`config.mk`:
```
export PLATFORM = sky130hd
export DESIGN_NAME = srwg_guard
export DESIGN_NICKNAME = d
export VERILOG_FILES = /design/src/include/srwg_pkg.sv /design/src/rtl/srwg_prot_reg.sv /design/src/rtl/srwg_guard.sv
export VERILOG_INCLUDE_DIRS = /design/src /design/src/include
export SDC_FILE = /design/constraint.sdc
export NUM_CORES = 1
export LEC_CHECK = 0
export ABC_AREA = 1
export BUFFER_PORTS_ARGS = -buffer_cell sky130_fd_sc_hd__buf_2
export CAP_MARGIN = 20
export CORE_MARGIN = 5
export CORE_UTILIZATION = 25
export CTS_CLUSTER_SIZE = 25
export DETAILED_ROUTE_END_ITERATION = 8
export SLEW_MARGIN = 25
export SYNTH_ARGS = -nofsm -noshare
export SYNTH_HDL_FRONTEND = slang
export SYNTH_SLANG_ARGS = --single-unit
```
`constraint.sdc`:
```
create_clock -name core_clk -period 3.5 [get_ports core_clk]
set_clock_uncertainty 0.15 [all_clocks]
set_input_delay 0.525 -clock core_clk [delete_from_list [all_inputs] [get_ports core_clk]]
set_output_delay 0.525 -clock core_clk [all_outputs]
set_load 0.03 [all_outputs]
```
`src/include/srwg_defines.svh`:
```
// Constants for the special register write guard: register indices,
// field positions, operation codes and reset values.
// Assumes inclusion by bare name from the package and the design modules.
`ifndef SRWG_DEFINES_SVH
`define SRWG_DEFINES_SVH

// Bus geometry: byte address, one 32-bit word per register
`define SRWG_ADDR_W        6
`define SRWG_DATA_W        32
`define SRWG_BE_W          4
`define SRWG_IDX_MSB       5
`define SRWG_IDX_LSB       2
`define SRWG_IDX_W         4

// Register indices (byte address = index * 4)
`define SRWG_PROT_NUM      8
`define SRWG_IDX_PROT_LAST 4'h7
`define SRWG_IDX_CMD       4'h8
`define SRWG_IDX_SYS       4'h9
`define SRWG_IDX_ISTAT     4'hA
`define SRWG_IDX_IMASK     4'hB

// Field positions
`define SRWG_SYS_ERR_BIT   0
`define SRWG_BE_LOW_LANE   0
`define SRWG_IRQ_W         2
`define SRWG_IRQ_ERR_BIT   0
`define SRWG_IRQ_OK_BIT    1

// Write operation codes on the bit operation sideband
`define SRWG_OP_STORE      2'h0
`define SRWG_OP_SET        2'h1
`define SRWG_OP_CLR        2'h2
`define SRWG_OP_NOT        2'h3

// Reset values
`define SRWG_PROT_RST      8'h00
`define SRWG_ZERO32        32'h00000000
`define SRWG_IRQ_RST       2'h0

`endif

```
`src/include/srwg_pkg.sv`:
```
// Types shared by the special register write guard modules.
// Assumes srwg_defines.svh is on the include path.
`include "srwg_defines.svh"

package srwg_pkg;

    typedef logic [1:0]             srwg_op_t;
    typedef logic [`SRWG_IDX_W-1:0] srwg_idx_t;

    // State of the guard and its bus slave; protected register values live in srwg_prot_reg
    typedef struct packed {
        logic                      waitreq;
        logic [`SRWG_DATA_W-1:0]   rdata;
        logic                      armed;
        logic                      err_flag;
        logic [`SRWG_IRQ_W-1:0]    irq_stat;
        logic [`SRWG_IRQ_W-1:0]    irq_mask;
        logic                      irq;
    } srwg_guard_s;

endpackage : srwg_pkg

```
`src/rtl/srwg_prot_reg.sv`:
```
// One protected register: whole store or single-bit set, clear, invert.
// Assumes the caller has already decided that the write is legal.
`timescale 1ns/1ps
`include "srwg_defines.svh"

module srwg_prot_reg #(
    parameter int               REG_W   = 8,
    parameter logic [REG_W-1:0] RST_VAL = '0
) (
    input  wire logic                core_clk,
    input  wire logic                rst,
    input  wire logic                wr_en,
    input  wire logic [REG_W-1:0]    wr_data,
    input  wire srwg_pkg::srwg_op_t  op,
    input  wire logic [2:0]          bit_index,
    output logic      [REG_W-1:0]    q
);

    typedef struct packed {
        logic [REG_W-1:0] value;
    } srwg_reg_s;

    srwg_reg_s        s_ff;
    srwg_reg_s        nxt_s;
    logic [REG_W-1:0] bit_mask;

    // Out-of-range bit index gives an empty mask, so nothing changes
    assign bit_mask = REG_W'(1) << bit_index;

    // Apply the requested operation
    always_comb begin
        nxt_s = s_ff;
        if (wr_en) begin
            case (op)
                `SRWG_OP_STORE: nxt_s.value = wr_data;
                `SRWG_OP_SET:   nxt_s.value = s_ff.value | bit_mask;
                `SRWG_OP_CLR:   nxt_s.value = s_ff.value & ~bit_mask;
                `SRWG_OP_NOT:   nxt_s.value = s_ff.value ^ bit_mask;
                default:        nxt_s.value = s_ff.value;
            endcase
        end
    end

    // State register
    always_ff @(posedge core_clk or posedge rst) begin
        if (rst) begin
            s_ff.value <= RST_VAL;
        end else begin
            s_ff <= nxt_s;
        end
    end

    assign q = s_ff.value;

endmodule : srwg_prot_reg

```
`src/rtl/srwg_guard.sv`:
```
// Special register write guard with its Avalon-MM register slave.
// Assumes one CPU-side master on core_clk; sideband bit operation inputs
// are driven from core_clk logic alongside each write.
//
// Functional notes
// - Eight critical registers are write protected.
// - A protected write only succeeds right after a command register write.
// - An out-of-order protected store raises the error flag.
// - Stores and single-bit set, clear, invert all count as protected writes.
// - Interrupt acknowledge is held off while an unlock is pending.
// - Protected registers read freely, without touching the protection state.
// - Command register is write-only; reads return filler data.
// - Error also when a command write precedes a non-protected write.
// - Error flag clears on reset or zero write, even right after command.
// - Reads between command and protected write leave the unlock intact.
`timescale 1ns/1ps
`include "srwg_defines.svh"

module srwg_guard #(
    parameter int REG_W = 8
) (
    input  wire logic                     core_clk,
    input  wire logic                     rst,
    input  wire logic [`SRWG_ADDR_W-1:0]  avs_address,
    input  wire logic                     avs_read,
    input  wire logic                     avs_write,
    input  wire logic [`SRWG_DATA_W-1:0]  avs_writedata,
    input  wire logic [`SRWG_BE_W-1:0]    avs_byteenable,
    output logic      [`SRWG_DATA_W-1:0]  avs_readdata,
    output logic                          avs_waitrequest,
    input  wire srwg_pkg::srwg_op_t       bitop_kind,
    input  wire logic [2:0]               bitop_index,
    output logic                          int_hold,
    output logic                          irq,
    output logic      [REG_W-1:0]         power_save_control_reg,
    output logic      [REG_W-1:0]         clock_control_reg,
    output logic      [REG_W-1:0]         processor_clock_control_reg,
    output logic      [REG_W-1:0]         clock_monitor_mode_reg,
    output logic      [REG_W-1:0]         reset_source_flag_reg,
    output logic      [REG_W-1:0]         low_voltage_detect_reg,
    output logic      [REG_W-1:0]         ram_data_status_reg,
    output logic      [REG_W-1:0]         debug_mode_setting_reg
);

    // Bit operations address at most eight bit positions
    if (REG_W < 2 || REG_W > 8) begin : g_bad_width
        $error("srwg_guard: REG_W must be between 2 and 8");
    end

    srwg_pkg::srwg_guard_s  s_ff;
    srwg_pkg::srwg_guard_s  nxt_s;
    srwg_pkg::srwg_idx_t    idx;
    logic [2:0]             sel;
    logic                   acc_wr;
    logic                   acc_rd;
    logic                   hit_prot;
    logic                   hit_cmd;
    logic                   hit_sys;
    logic                   hit_istat;
    logic                   hit_imask;
    logic                   be_low;
    logic                   sys_zero;
    logic                   err_set;
    logic                   err_clr;
    logic                   ev_ok;
    logic [`SRWG_IRQ_W-1:0] istat_clr;
    logic [`SRWG_DATA_W-1:0] rd_mux;
    logic [`SRWG_PROT_NUM-1:0] prot_we;
    logic [REG_W-1:0]       prot_q [`SRWG_PROT_NUM];

    // Address decode
    assign idx       = avs_address[`SRWG_IDX_MSB:`SRWG_IDX_LSB];
    assign sel       = idx[2:0];
    assign hit_prot  = (idx <= `SRWG_IDX_PROT_LAST);
    assign hit_cmd   = (idx == `SRWG_IDX_CMD);
    assign hit_sys   = (idx == `SRWG_IDX_SYS);
    assign hit_istat = (idx == `SRWG_IDX_ISTAT);
    assign hit_imask = (idx == `SRWG_IDX_IMASK);
    assign be_low    = avs_byteenable[`SRWG_BE_LOW_LANE];

    // An access completes at the edge where waitrequest is seen low
    assign acc_wr = avs_write & ~s_ff.waitreq;
    assign acc_rd = avs_read & ~s_ff.waitreq;

    // Protected write strobes; the register array itself
    for (genvar g = 0; g < `SRWG_PROT_NUM; g++) begin : g_prot
        assign prot_we[g] = acc_wr & hit_prot & s_ff.armed & (sel == 3'(g));
        srwg_prot_reg #(
            .REG_W   (REG_W),
            .RST_VAL (REG_W'(`SRWG_PROT_RST))
        ) u_reg (
            .core_clk  (core_clk),
            .rst       (rst),
            .wr_en     (prot_we[g] & be_low),
            .wr_data   (avs_writedata[REG_W-1:0]),
            .op        (bitop_kind),
            .bit_index (bitop_index),
            .q         (prot_q[g])
        );
    end

    assign ev_ok = |prot_we;

    // Error flag: zero write to status clears even with an unlock pending
    assign sys_zero = hit_sys & be_low & ~avs_writedata[`SRWG_SYS_ERR_BIT];
    assign err_set  = acc_wr & ((hit_prot & ~s_ff.armed)
                      | (s_ff.armed & ~hit_prot & ~sys_zero));
    assign err_clr  = acc_wr & sys_zero;

    assign istat_clr = (acc_wr & hit_istat & be_low) ?
                       avs_writedata[`SRWG_IRQ_W-1:0] : `SRWG_IRQ_RST;

    // Read data mux; command register reads as zero filler
    always_comb begin
        rd_mux = `SRWG_ZERO32;
        if (hit_prot) begin
            rd_mux = `SRWG_DATA_W'(prot_q[sel]);
        end else if (hit_sys) begin
            rd_mux[`SRWG_SYS_ERR_BIT] = s_ff.err_flag;
        end else if (hit_istat) begin
            rd_mux[`SRWG_IRQ_W-1:0] = s_ff.irq_stat;
        end else if (hit_imask) begin
            rd_mux[`SRWG_IRQ_W-1:0] = s_ff.irq_mask;
        end else begin
            rd_mux = `SRWG_ZERO32;
        end
    end

    // Next state
    always_comb begin
        nxt_s = s_ff;
        // One wait state per access, then release
        nxt_s.waitreq = ~((avs_read | avs_write) & s_ff.waitreq);
        if (avs_read & s_ff.waitreq) begin
            nxt_s.rdata = rd_mux;
        end
        // Any write decides the unlock; reads leave it alone
        if (acc_wr) begin
            nxt_s.armed = hit_cmd;
        end
        if (err_set) begin
            nxt_s.err_flag = 1'b1;
        end else if (err_clr) begin
            nxt_s.err_flag = 1'b0;
        end
        // Set wins over write-one-to-clear
        nxt_s.irq_stat = (s_ff.irq_stat & ~istat_clr);
        nxt_s.irq_stat[`SRWG_IRQ_ERR_BIT] = nxt_s.irq_stat[`SRWG_IRQ_ERR_BIT] | err_set;
        nxt_s.irq_stat[`SRWG_IRQ_OK_BIT]  = nxt_s.irq_stat[`SRWG_IRQ_OK_BIT] | ev_ok;
        if (acc_wr & hit_imask & be_low) begin
            nxt_s.irq_mask = avs_writedata[`SRWG_IRQ_W-1:0];
        end
        nxt_s.irq = |(nxt_s.irq_stat & nxt_s.irq_mask);
    end

    // State register
    always_ff @(posedge core_clk or posedge rst) begin
        if (rst) begin
            s_ff.waitreq  <= 1'b1;
            s_ff.rdata    <= `SRWG_ZERO32;
            s_ff.armed    <= 1'b0;
            s_ff.err_flag <= 1'b0;
            s_ff.irq_stat <= `SRWG_IRQ_RST;
            s_ff.irq_mask <= `SRWG_IRQ_RST;
            s_ff.irq      <= 1'b0;
        end else begin
            s_ff <= nxt_s;
        end
    end

    // Outputs straight from flops
    assign avs_readdata    = s_ff.rdata;
    assign avs_waitrequest = s_ff.waitreq;
    assign int_hold        = s_ff.armed;
    assign irq             = s_ff.irq;
    assign power_save_control_reg      = prot_q[0];
    assign clock_control_reg           = prot_q[1];
    assign processor_clock_control_reg = prot_q[2];
    assign clock_monitor_mode_reg      = prot_q[3];
    assign reset_source_flag_reg       = prot_q[4];
    assign low_voltage_detect_reg      = prot_q[5];
    assign ram_data_status_reg         = prot_q[6];
    assign debug_mode_setting_reg      = prot_q[7];
endmodule : srwg_guard

```
==> summary.md, run 1 <==
| Metric | Value |
|---|---|
| Largest net degree at the start of global routing | `43` |
| Clock root cell | `clkbuf_16` |
| Startpoint Class | `input pin` |
| Critical path's top delay family | `simple AND/OR/NAND/NOR gates` |
| R2R setup slack | `about 1.4 ns` |
| Final Cell Area | `8060 um2` |
| Metal2 WL | `10100 um` |
| Synth warn | `0` |
| Gr usage total | `14.8%` |
| Pwr Density | `about 360 nW/um2` |
| Gpl congestion | `0.807` |
| Crit path capture | `g_prot[4].u_reg.q[4]$_DFFE_PP0P_` |
| Top cell type's share of synthesized area | `28.5%` |
| Worst Hold Class | `input pin to async pin` |
| Critical path cell sequence | `buf_2 > inv_1 > nand3_1 > ha_1 > or2_2 > nand4_1 > nand2_1 > o21ai_0` |
| Wl on met1 | `10700 um` |
| Post-CTS Hold Fix Bufs | `0` |
| Vias/cell | `4.64` |
| Leakage power total | `3.94 nW` |
| I/O pin total | `150` |
| DRT antenna net count | `0` |
| Antenna violations before repair | `3` |
| Mapped Cells | `901` |
| R2r worst-path depth | `4` |
| RSZ-0062 raised after global routing | `no` |
| Cell type with the largest total area after synthesis | `dfrtp_1` |
| Via Count | `roughly 6300` |
| CTS max path bufs | `2` |
| Wirelength per Cell | `16.8 um` |
| Final TNS setup | `0 ns` |
| Synth area leaders | `dfrtp_1 28%, ha_1 23%, nand2_1 15%` |
| Clk Latency, worst-skew pair | `0.35 ns` |
| Worst Setup SP | `bitop_index[0]` |
| Top sig layer | `met5` |
| Crit. path cell count | `8` |
| Die width | `177 um` |
| Fillers | `3006` |
| Reg-to-Reg Start | `avs_waitrequest$_DFF_PP1_` |
| Sequential share of the synthesized area | `28.9%` |
| Max Slew Vio Count | `0` |
| CTS Buf Count | `9` |
| Synth-to-Final Area Change | `16.1%` |
| Avg Inst Size Synth | `7.70 um2` |
| Die Ht | `approximately 180 um` |
| Slew @ Worst Pin | `0.876 ns` |
| HPWL after DPL | `between 15000 and 20000 um` |
| Dpl cell area | `7720 um2` |
| Share of cells above drive strength 1 | `15.8%` |
| Fmax | `0.442 GHz` |
| # rows | `61` |
| R2R Path End | `avs_readdata[4]$_DFFE_PP0P_` |
| Crit path buffers/inverters | `2` |
| Initial DRC Count | `463` |
| Initial Utilization | `between 20% and 30%` |
| Vias in the first global route | `5979` |
| Clock sink total | `80` |
| NumNets Final | `1159` |
| Final setup fails | `0` |
| Met3 wire len | `1840 um` |
| First-pass GRT wire length | `35800 um` |
| Crit path DAT | `2.38 ns` |
| Core area | `27600 um2` |
| Critical path fanouts, max | `16` |
| CTS-repair resized insts | `0` |
| WP data required | `3.62 ns` |
| Die Area | `roughly 31000 um2` |
| Drt drc | `0` |
| Port bufs | `96` |
| Clock-pin slew on the worst setup and hold paths | `~0.070 ns` |
| Slowest cell delay on critical path | `0.62 ns` |
| Yosys reg bits | `80` |
| Outcome | `completed` |
| Most frequent cell after synthesis | `nand2_1` |
| Pre-Repair DR Iteration Count | `7` |
| Fin crit share | `64.6%` |
| Post-synthesis cell type count | `27` |
| Worst setup EP type | `flop` |
| EDFF count, synth | `0` |
| Max-Cap Viols | `0` |
| Post-synth top cells | `284 x nand2_1, 128 x ha_1, 87 x inv_1` |
| Min Tclk post-route | `2.26 ns` |
| Worst vdd ir | `0.244 mV` |
| Worst slew margin | `41.4%` |
| Mapped Area | `between 6000 and 7000 um2` |
| Fin. Hold Viols | `0` |
| CTS tree | `done` |
| Critical Path Slowest Stage Cell | `nand3_1` |
| Wirelength, routed | `22900 um` |
| H-tree lvl count | `3` |
| Synth async-reset ratio | `100%` |
| Post-CTS setup buffers | `0` |
| Gr ovfl total | `0` |
| Crit path kind | `input pin to flop` |
| Ys flop type | `dfrtp_1` |
-- metal layers --
metal,global-route usage [%],up-vias
met3,4.48,20
li1,-,3095
met2,22.6,161
met5,0,-
met1,20.7,3053
met4,3.13,4
-- flip-flops by register name, summed over array words and instances (netlist names) --
| signal | count |
|---|---|
| g_prot.u_reg.q | 64 |
| avs_readdata | 8 |
| s_ff | 5 |
| avs_waitrequest | 1 |
| int_hold | 1 |
| irq | 1 |
-- worst reg2reg max path: stages, from the launching register on --
cell and delay [ns]:
dfstp_2 0.57, nand2_1 0.24, nor2_1 0.63, nand3_1 0.33, nand2_1 0.13
-- where the power goes --
part           internal (mW)  switching, mW  leakage [nW]
Clock                  0.686          0.425         0.169
Combinational          0.209          0.508          2.94
Sequential             0.995         0.0612         0.821
-- layout by cell type (no fill, tap or decap), types with 8 or more instances in the layout --
cell,Yosys,layout
a21oi_1,16,16
buf_2,6,96
buf_4,39,13
clkbuf_16,0,9
conb_1,1,24
dfrtp_1,79,79
ha_1,128,128
inv_1,87,86
inv_2,8,8
nand2_1,284,283
nand3_1,23,23
nand4_1,21,21
nor2_1,36,36
o2111ai_1,47,47
o211ai_1,11,11
o21ai_0,70,70
-- worst min-delay path by stage --
stage | startpoint | end | slack, ns
finish | rst | avs_readdata[5]$_DFFE_PP0P_ | 0.13
global placement | avs_readdata[6]$_DFFE_PP0P_ | avs_readdata[6]$_DFFE_PP0P_ | 0.32
CTS | rst | g_prot[2].u_reg.q[3]$_DFFE_PP0P_ | 0.16
detailed placement | avs_readdata[5]$_DFFE_PP0P_ | avs_readdata[5]$_DFFE_PP0P_ | 0.32
floorplan | avs_readdata[2]$_DFFE_PP0P_ | avs_readdata[2]$_DFFE_PP0P_ | 0.30
global route | rst | avs_readdata[5]$_DFFE_PP0P_ | 0.19
-- cell families after synthesis --
group / after synthesis / synth area share, %
buffers and inverters: 161 / 11.0
DFF: 80 / 28.9
and+or+nand+nor: 383 / 23.3
other: 1 / 0.0540
AOI/OAI and AO/OA: 148 / 13.7
adders and majority gates: 128 / 23.1
-- cell type report --
| type | instances | area [um2] | share of cell area, % |
|---|---|---|---|
| multi-input cells | 683 | 4260 | 52.9 |
| flip-flops and latches | 80 | 2000 | 24.9 |
| repair buffers | 111 | 618 | 7.67 |
| well taps | 378 | 473 | 5.87 |
| inverters | 95 | 358 | 4.44 |
| clock buffers | 12 | 267 | 3.31 |
| clock inverters | 4 | 73.8 | 0.916 |
| diodes | 1 | 2.50 | 0.0311 |
-- through the flow --
step | utilization (%) | hold WS (ns) | std cells | total power [mW] | setup WS (ns)
after floorplan | - | 0.300 | 924 | 1.61 | 0.775
after global placement | 27.9 | 0.315 | 1347 | 1.77 | 0.993
after detailed placement | 27.9 | 0.316 | 1347 | 1.79 | 0.943
after CTS | 29.2 | 0.155 | 1363 | 2.91 | 1.32
after global routing | 29.2 | 0.187 | 1364 | 3.04 | 1.10
final | 29.2 | 0.128 | 1364 | 2.88 | 1.24
(Power assumes the default switching activity.)
==> run 2: changes to the inputs <==
clock period = 2.2 ns   (was 3.5 ns; I/O delays follow)
==> run 2 against run 1 <==
Net effect: non-clock buffer count increased by 18; global-route usage hardly changed; first-iteration DRC count down 11%; combinational power grew 63%; die area did not move; critical endpoint is now g_prot[0].u_reg.q[0]$_DFFE_PP0P_; sequential share of layout area shrank 0.39 points; sequential power rose by 58%; core utilization increased by 0.47 points; via count rose by 1.4%; total power increased by 50%; count of clock-buffer cells in the layout decreased by 1.
==> summary.md, run 2 (synthesis results as in run 1) <==
| Metric | Value |
|---|---|
| Leakage power total | `3.99 nW (+1.4%)` |
| Die Area | `31200 um2 (unchanged)` |
| DRT antenna net count | `0 (unchanged)` |
| Pwr Density | `529 nW/um2 (+48%)` |
| Max-Cap Viols | `0 (unchanged)` |
| Clk Latency, worst-skew pair | `0.36 ns (about the same)` |
| HPWL after DPL | `16600 um (-0.51%)` |
| Final TNS setup | `0 ns (unchanged)` |
| Non-Filler Instances | `1382 (+1.3%)` |
| Port bufs | `96 (unchanged)` |
| H-tree lvl count | `3 (unchanged)` |
| CTS max path bufs | `2 (unchanged)` |
| RSZ-0062 raised after global routing | `no` |
| Gpl congestion | `0.787 (-2.5%)` |
| NumNets Final | `1177 (+1.6%)` |
| Flop pwr share | `38.8% (+2.2 points)` |
| Via Count | `6422 (+1.4%)` |
| Crit path kind | `flop to flop` |
| Die Ht | `177 um (unchanged)` |
| Outcome | `completed` |
| Final setup fails | `0 (unchanged)` |
| Gr ovfl total | `0 (unchanged)` |
| Switching Fraction | `36.9% (+2.4 points)` |
| Net Switching | `1.60 mW (+61%)` |
| CTS tree | `done` |
| Pre-Repair DR Iteration Count | `5 (-2)` |
| Internal power | `2.73 mW (+45%)` |
| Max Slew Vio Count | `0 (unchanged)` |
| Clock sink total | `80 (unchanged)` |
| Synth-to-Final Area Change | `18.0%` |
| Worst slew margin | `61.6% (+20 points)` |
| Fmax | `~0.56 GHz` |
| Antenna violations before repair | `2 (-1)` |
| Clock-pin slew on the worst setup and hold paths | `0.06 ns (about the same)` |
| Wirelength, routed | `23100 um (+0.76%)` |
| Clock root cell | `clkbuf_16` |
| I/O pin total | `150 (unchanged)` |
| Die width | `177 um (unchanged)` |
| Slew @ Worst Pin | `0.575 ns (-0.300 ns)` |
| Crit path DAT | `1.85 ns (-0.53 ns)` |
| CTS-repair resized insts | `0 (unchanged)` |
| Fin crit share | `81.0%` |
| Worst setup EP type | `flop` |
| Initial Utilization | `25.1% (unchanged)` |
| Share of cells above drive strength 1 | `16.9% (+1.1 points)` |
| Critical path fanouts, max | `14 (-2)` |
| # rows | `61 (unchanged)` |
| CTS Buf Count | `9 (unchanged)` |
| Fin. Hold Viols | `0 (unchanged)` |
| Core area | `27600 um2 (unchanged)` |
| First-pass GRT wire length | `36000 um (+0.68%)` |
| Dpl cells | `1362 (+1.1%)` |
| Min Tclk post-route | `approximately 1.8 ns` |
| WP data required | `2.27 ns (-1.35 ns)` |
| Max reg flops | `64 (unchanged)` |
| Wirelength per Cell | `16.7 um (-0.56%)` |
| Clock share of power | `34.1% (-4.4 points)` |
| R2r worst-path depth | `7 (+3)` |
| Most frequent cells in the layout | `283 x nand2_1, 128 x ha_1, 96 x buf_2` |
| Vias/cell | `4.65 (about the same)` |
| Drt drc | `0 (unchanged)` |
| Logic pwr share | `27.1% (+2.2 points)` |
| Most common cell after layout, fill and taps aside | `nand2_1` |
| Initial DRC Count | `414 (-11%)` |
| Startpoint Class | `flop` |
| Worst Hold Class | `input pin to flop` |
| Largest net degree at the start of global routing | `65 (+51%)` |
| Hold path cells | `3` |
| Vias in the first global route | `6306 (+5.5%)` |
| Worst vdd ir | `0.374 mV (+53%)` |
| Gr usage total | `14.8% (+0.022 points)` |
| Post-CTS setup buffers | `0 (unchanged)` |
-- run 2: changes by cell type in the layout (fill, tap and decap cells not counted), sizes merged --
cell	before	now
buf	111	126
bufinv	2	0
clkbuf	12	11
clkinvlp	0	4
dlygate4sd3	0	3
inv	95	94
-- run 2: metrics by stage --
step	utilization (%)	instance area (um2)	setup slack (ns)	power, mW	hold WS (ns)
final	29.6	8190	0.418	4.33	0.192
after floorplan	-	7030	0.399	2.56	0.243
after global placement	28.5	7880	0.264	2.85	0.274
after detailed placement	28.5	7880	0.239	2.88	0.277
after global routing	29.6	8190	0.260	4.56	0.200
after CTS	29.6	8190	0.402	4.37	0.158
-- run 2: power groups by stage --
stage                     Sequential [mW]  Combinational [mW]  Clock [mW]
final                                1.68                1.17        1.48
after global routing                 1.70                1.31        1.55
after CTS                            1.68                1.18        1.51
after detailed placement             1.71                1.17           0
after global placement               1.70                1.14           0
after floorplan                      1.83               0.733           0
-- run 2: final cells by class --
cell class	count	area, um2
Inverter	95	360
Clock inverter	5	32.5
Tap cell	378	473
Sequential cell	80	2000
Antenna cell	1	2.50
Clock buffer	11	243
Fill cell	3015	19400
Multi-Input combinational cell	683	4260
Timing Repair Buffer	129	811
-- run 2: layer usage --
metal	track usage (%)	wire, um
met5	0	7
met4	4.51	579
met3	4.73	1830
met2	23.2	10300
met1	19.5	10400
-- run 2: path summary, 6_finish.rpt --
check | from | to | slack [ns]
worst max register to register | int_hold$_DFFE_PP0N_ | g_prot[0].u_reg.q[0]$_DFFE_PP0P_ | 0.42
worst min-delay path | avs_address[5] | int_hold$_DFFE_PP0N_ | 0.19
min in group asynchronous | rst | g_prot[2].u_reg.q[0]$_DFFE_PP0P_ | 0.44
max in group asynchronous | rst | g_prot[7].u_reg.q[2]$_DFFE_PP0P_ | 0.84
worst max-delay path | int_hold$_DFFE_PP0N_ | g_prot[0].u_reg.q[0]$_DFFE_PP0P_ | 0.42
worst min register to register | avs_readdata[3]$_DFFE_PP0P_ | avs_readdata[3]$_DFFE_PP0P_ | 0.33
-- run 2: worst max-delay path: stages, from the launching register on --
cell and delay, ns:
dfrtp_1 0.42, inv_1 0.07, nor2_1 0.16, nand2_2 0.09, inv_2 0.11, nand4_1 0.17, inv_2 0.34, o21ai_0 0.13
-- run 2: what timing repair did --
item                       4_1_cts  5_1_grt
hold buffers                     3        0
hold endpoints to repair        20        0
setup endpoints to repair        0        0
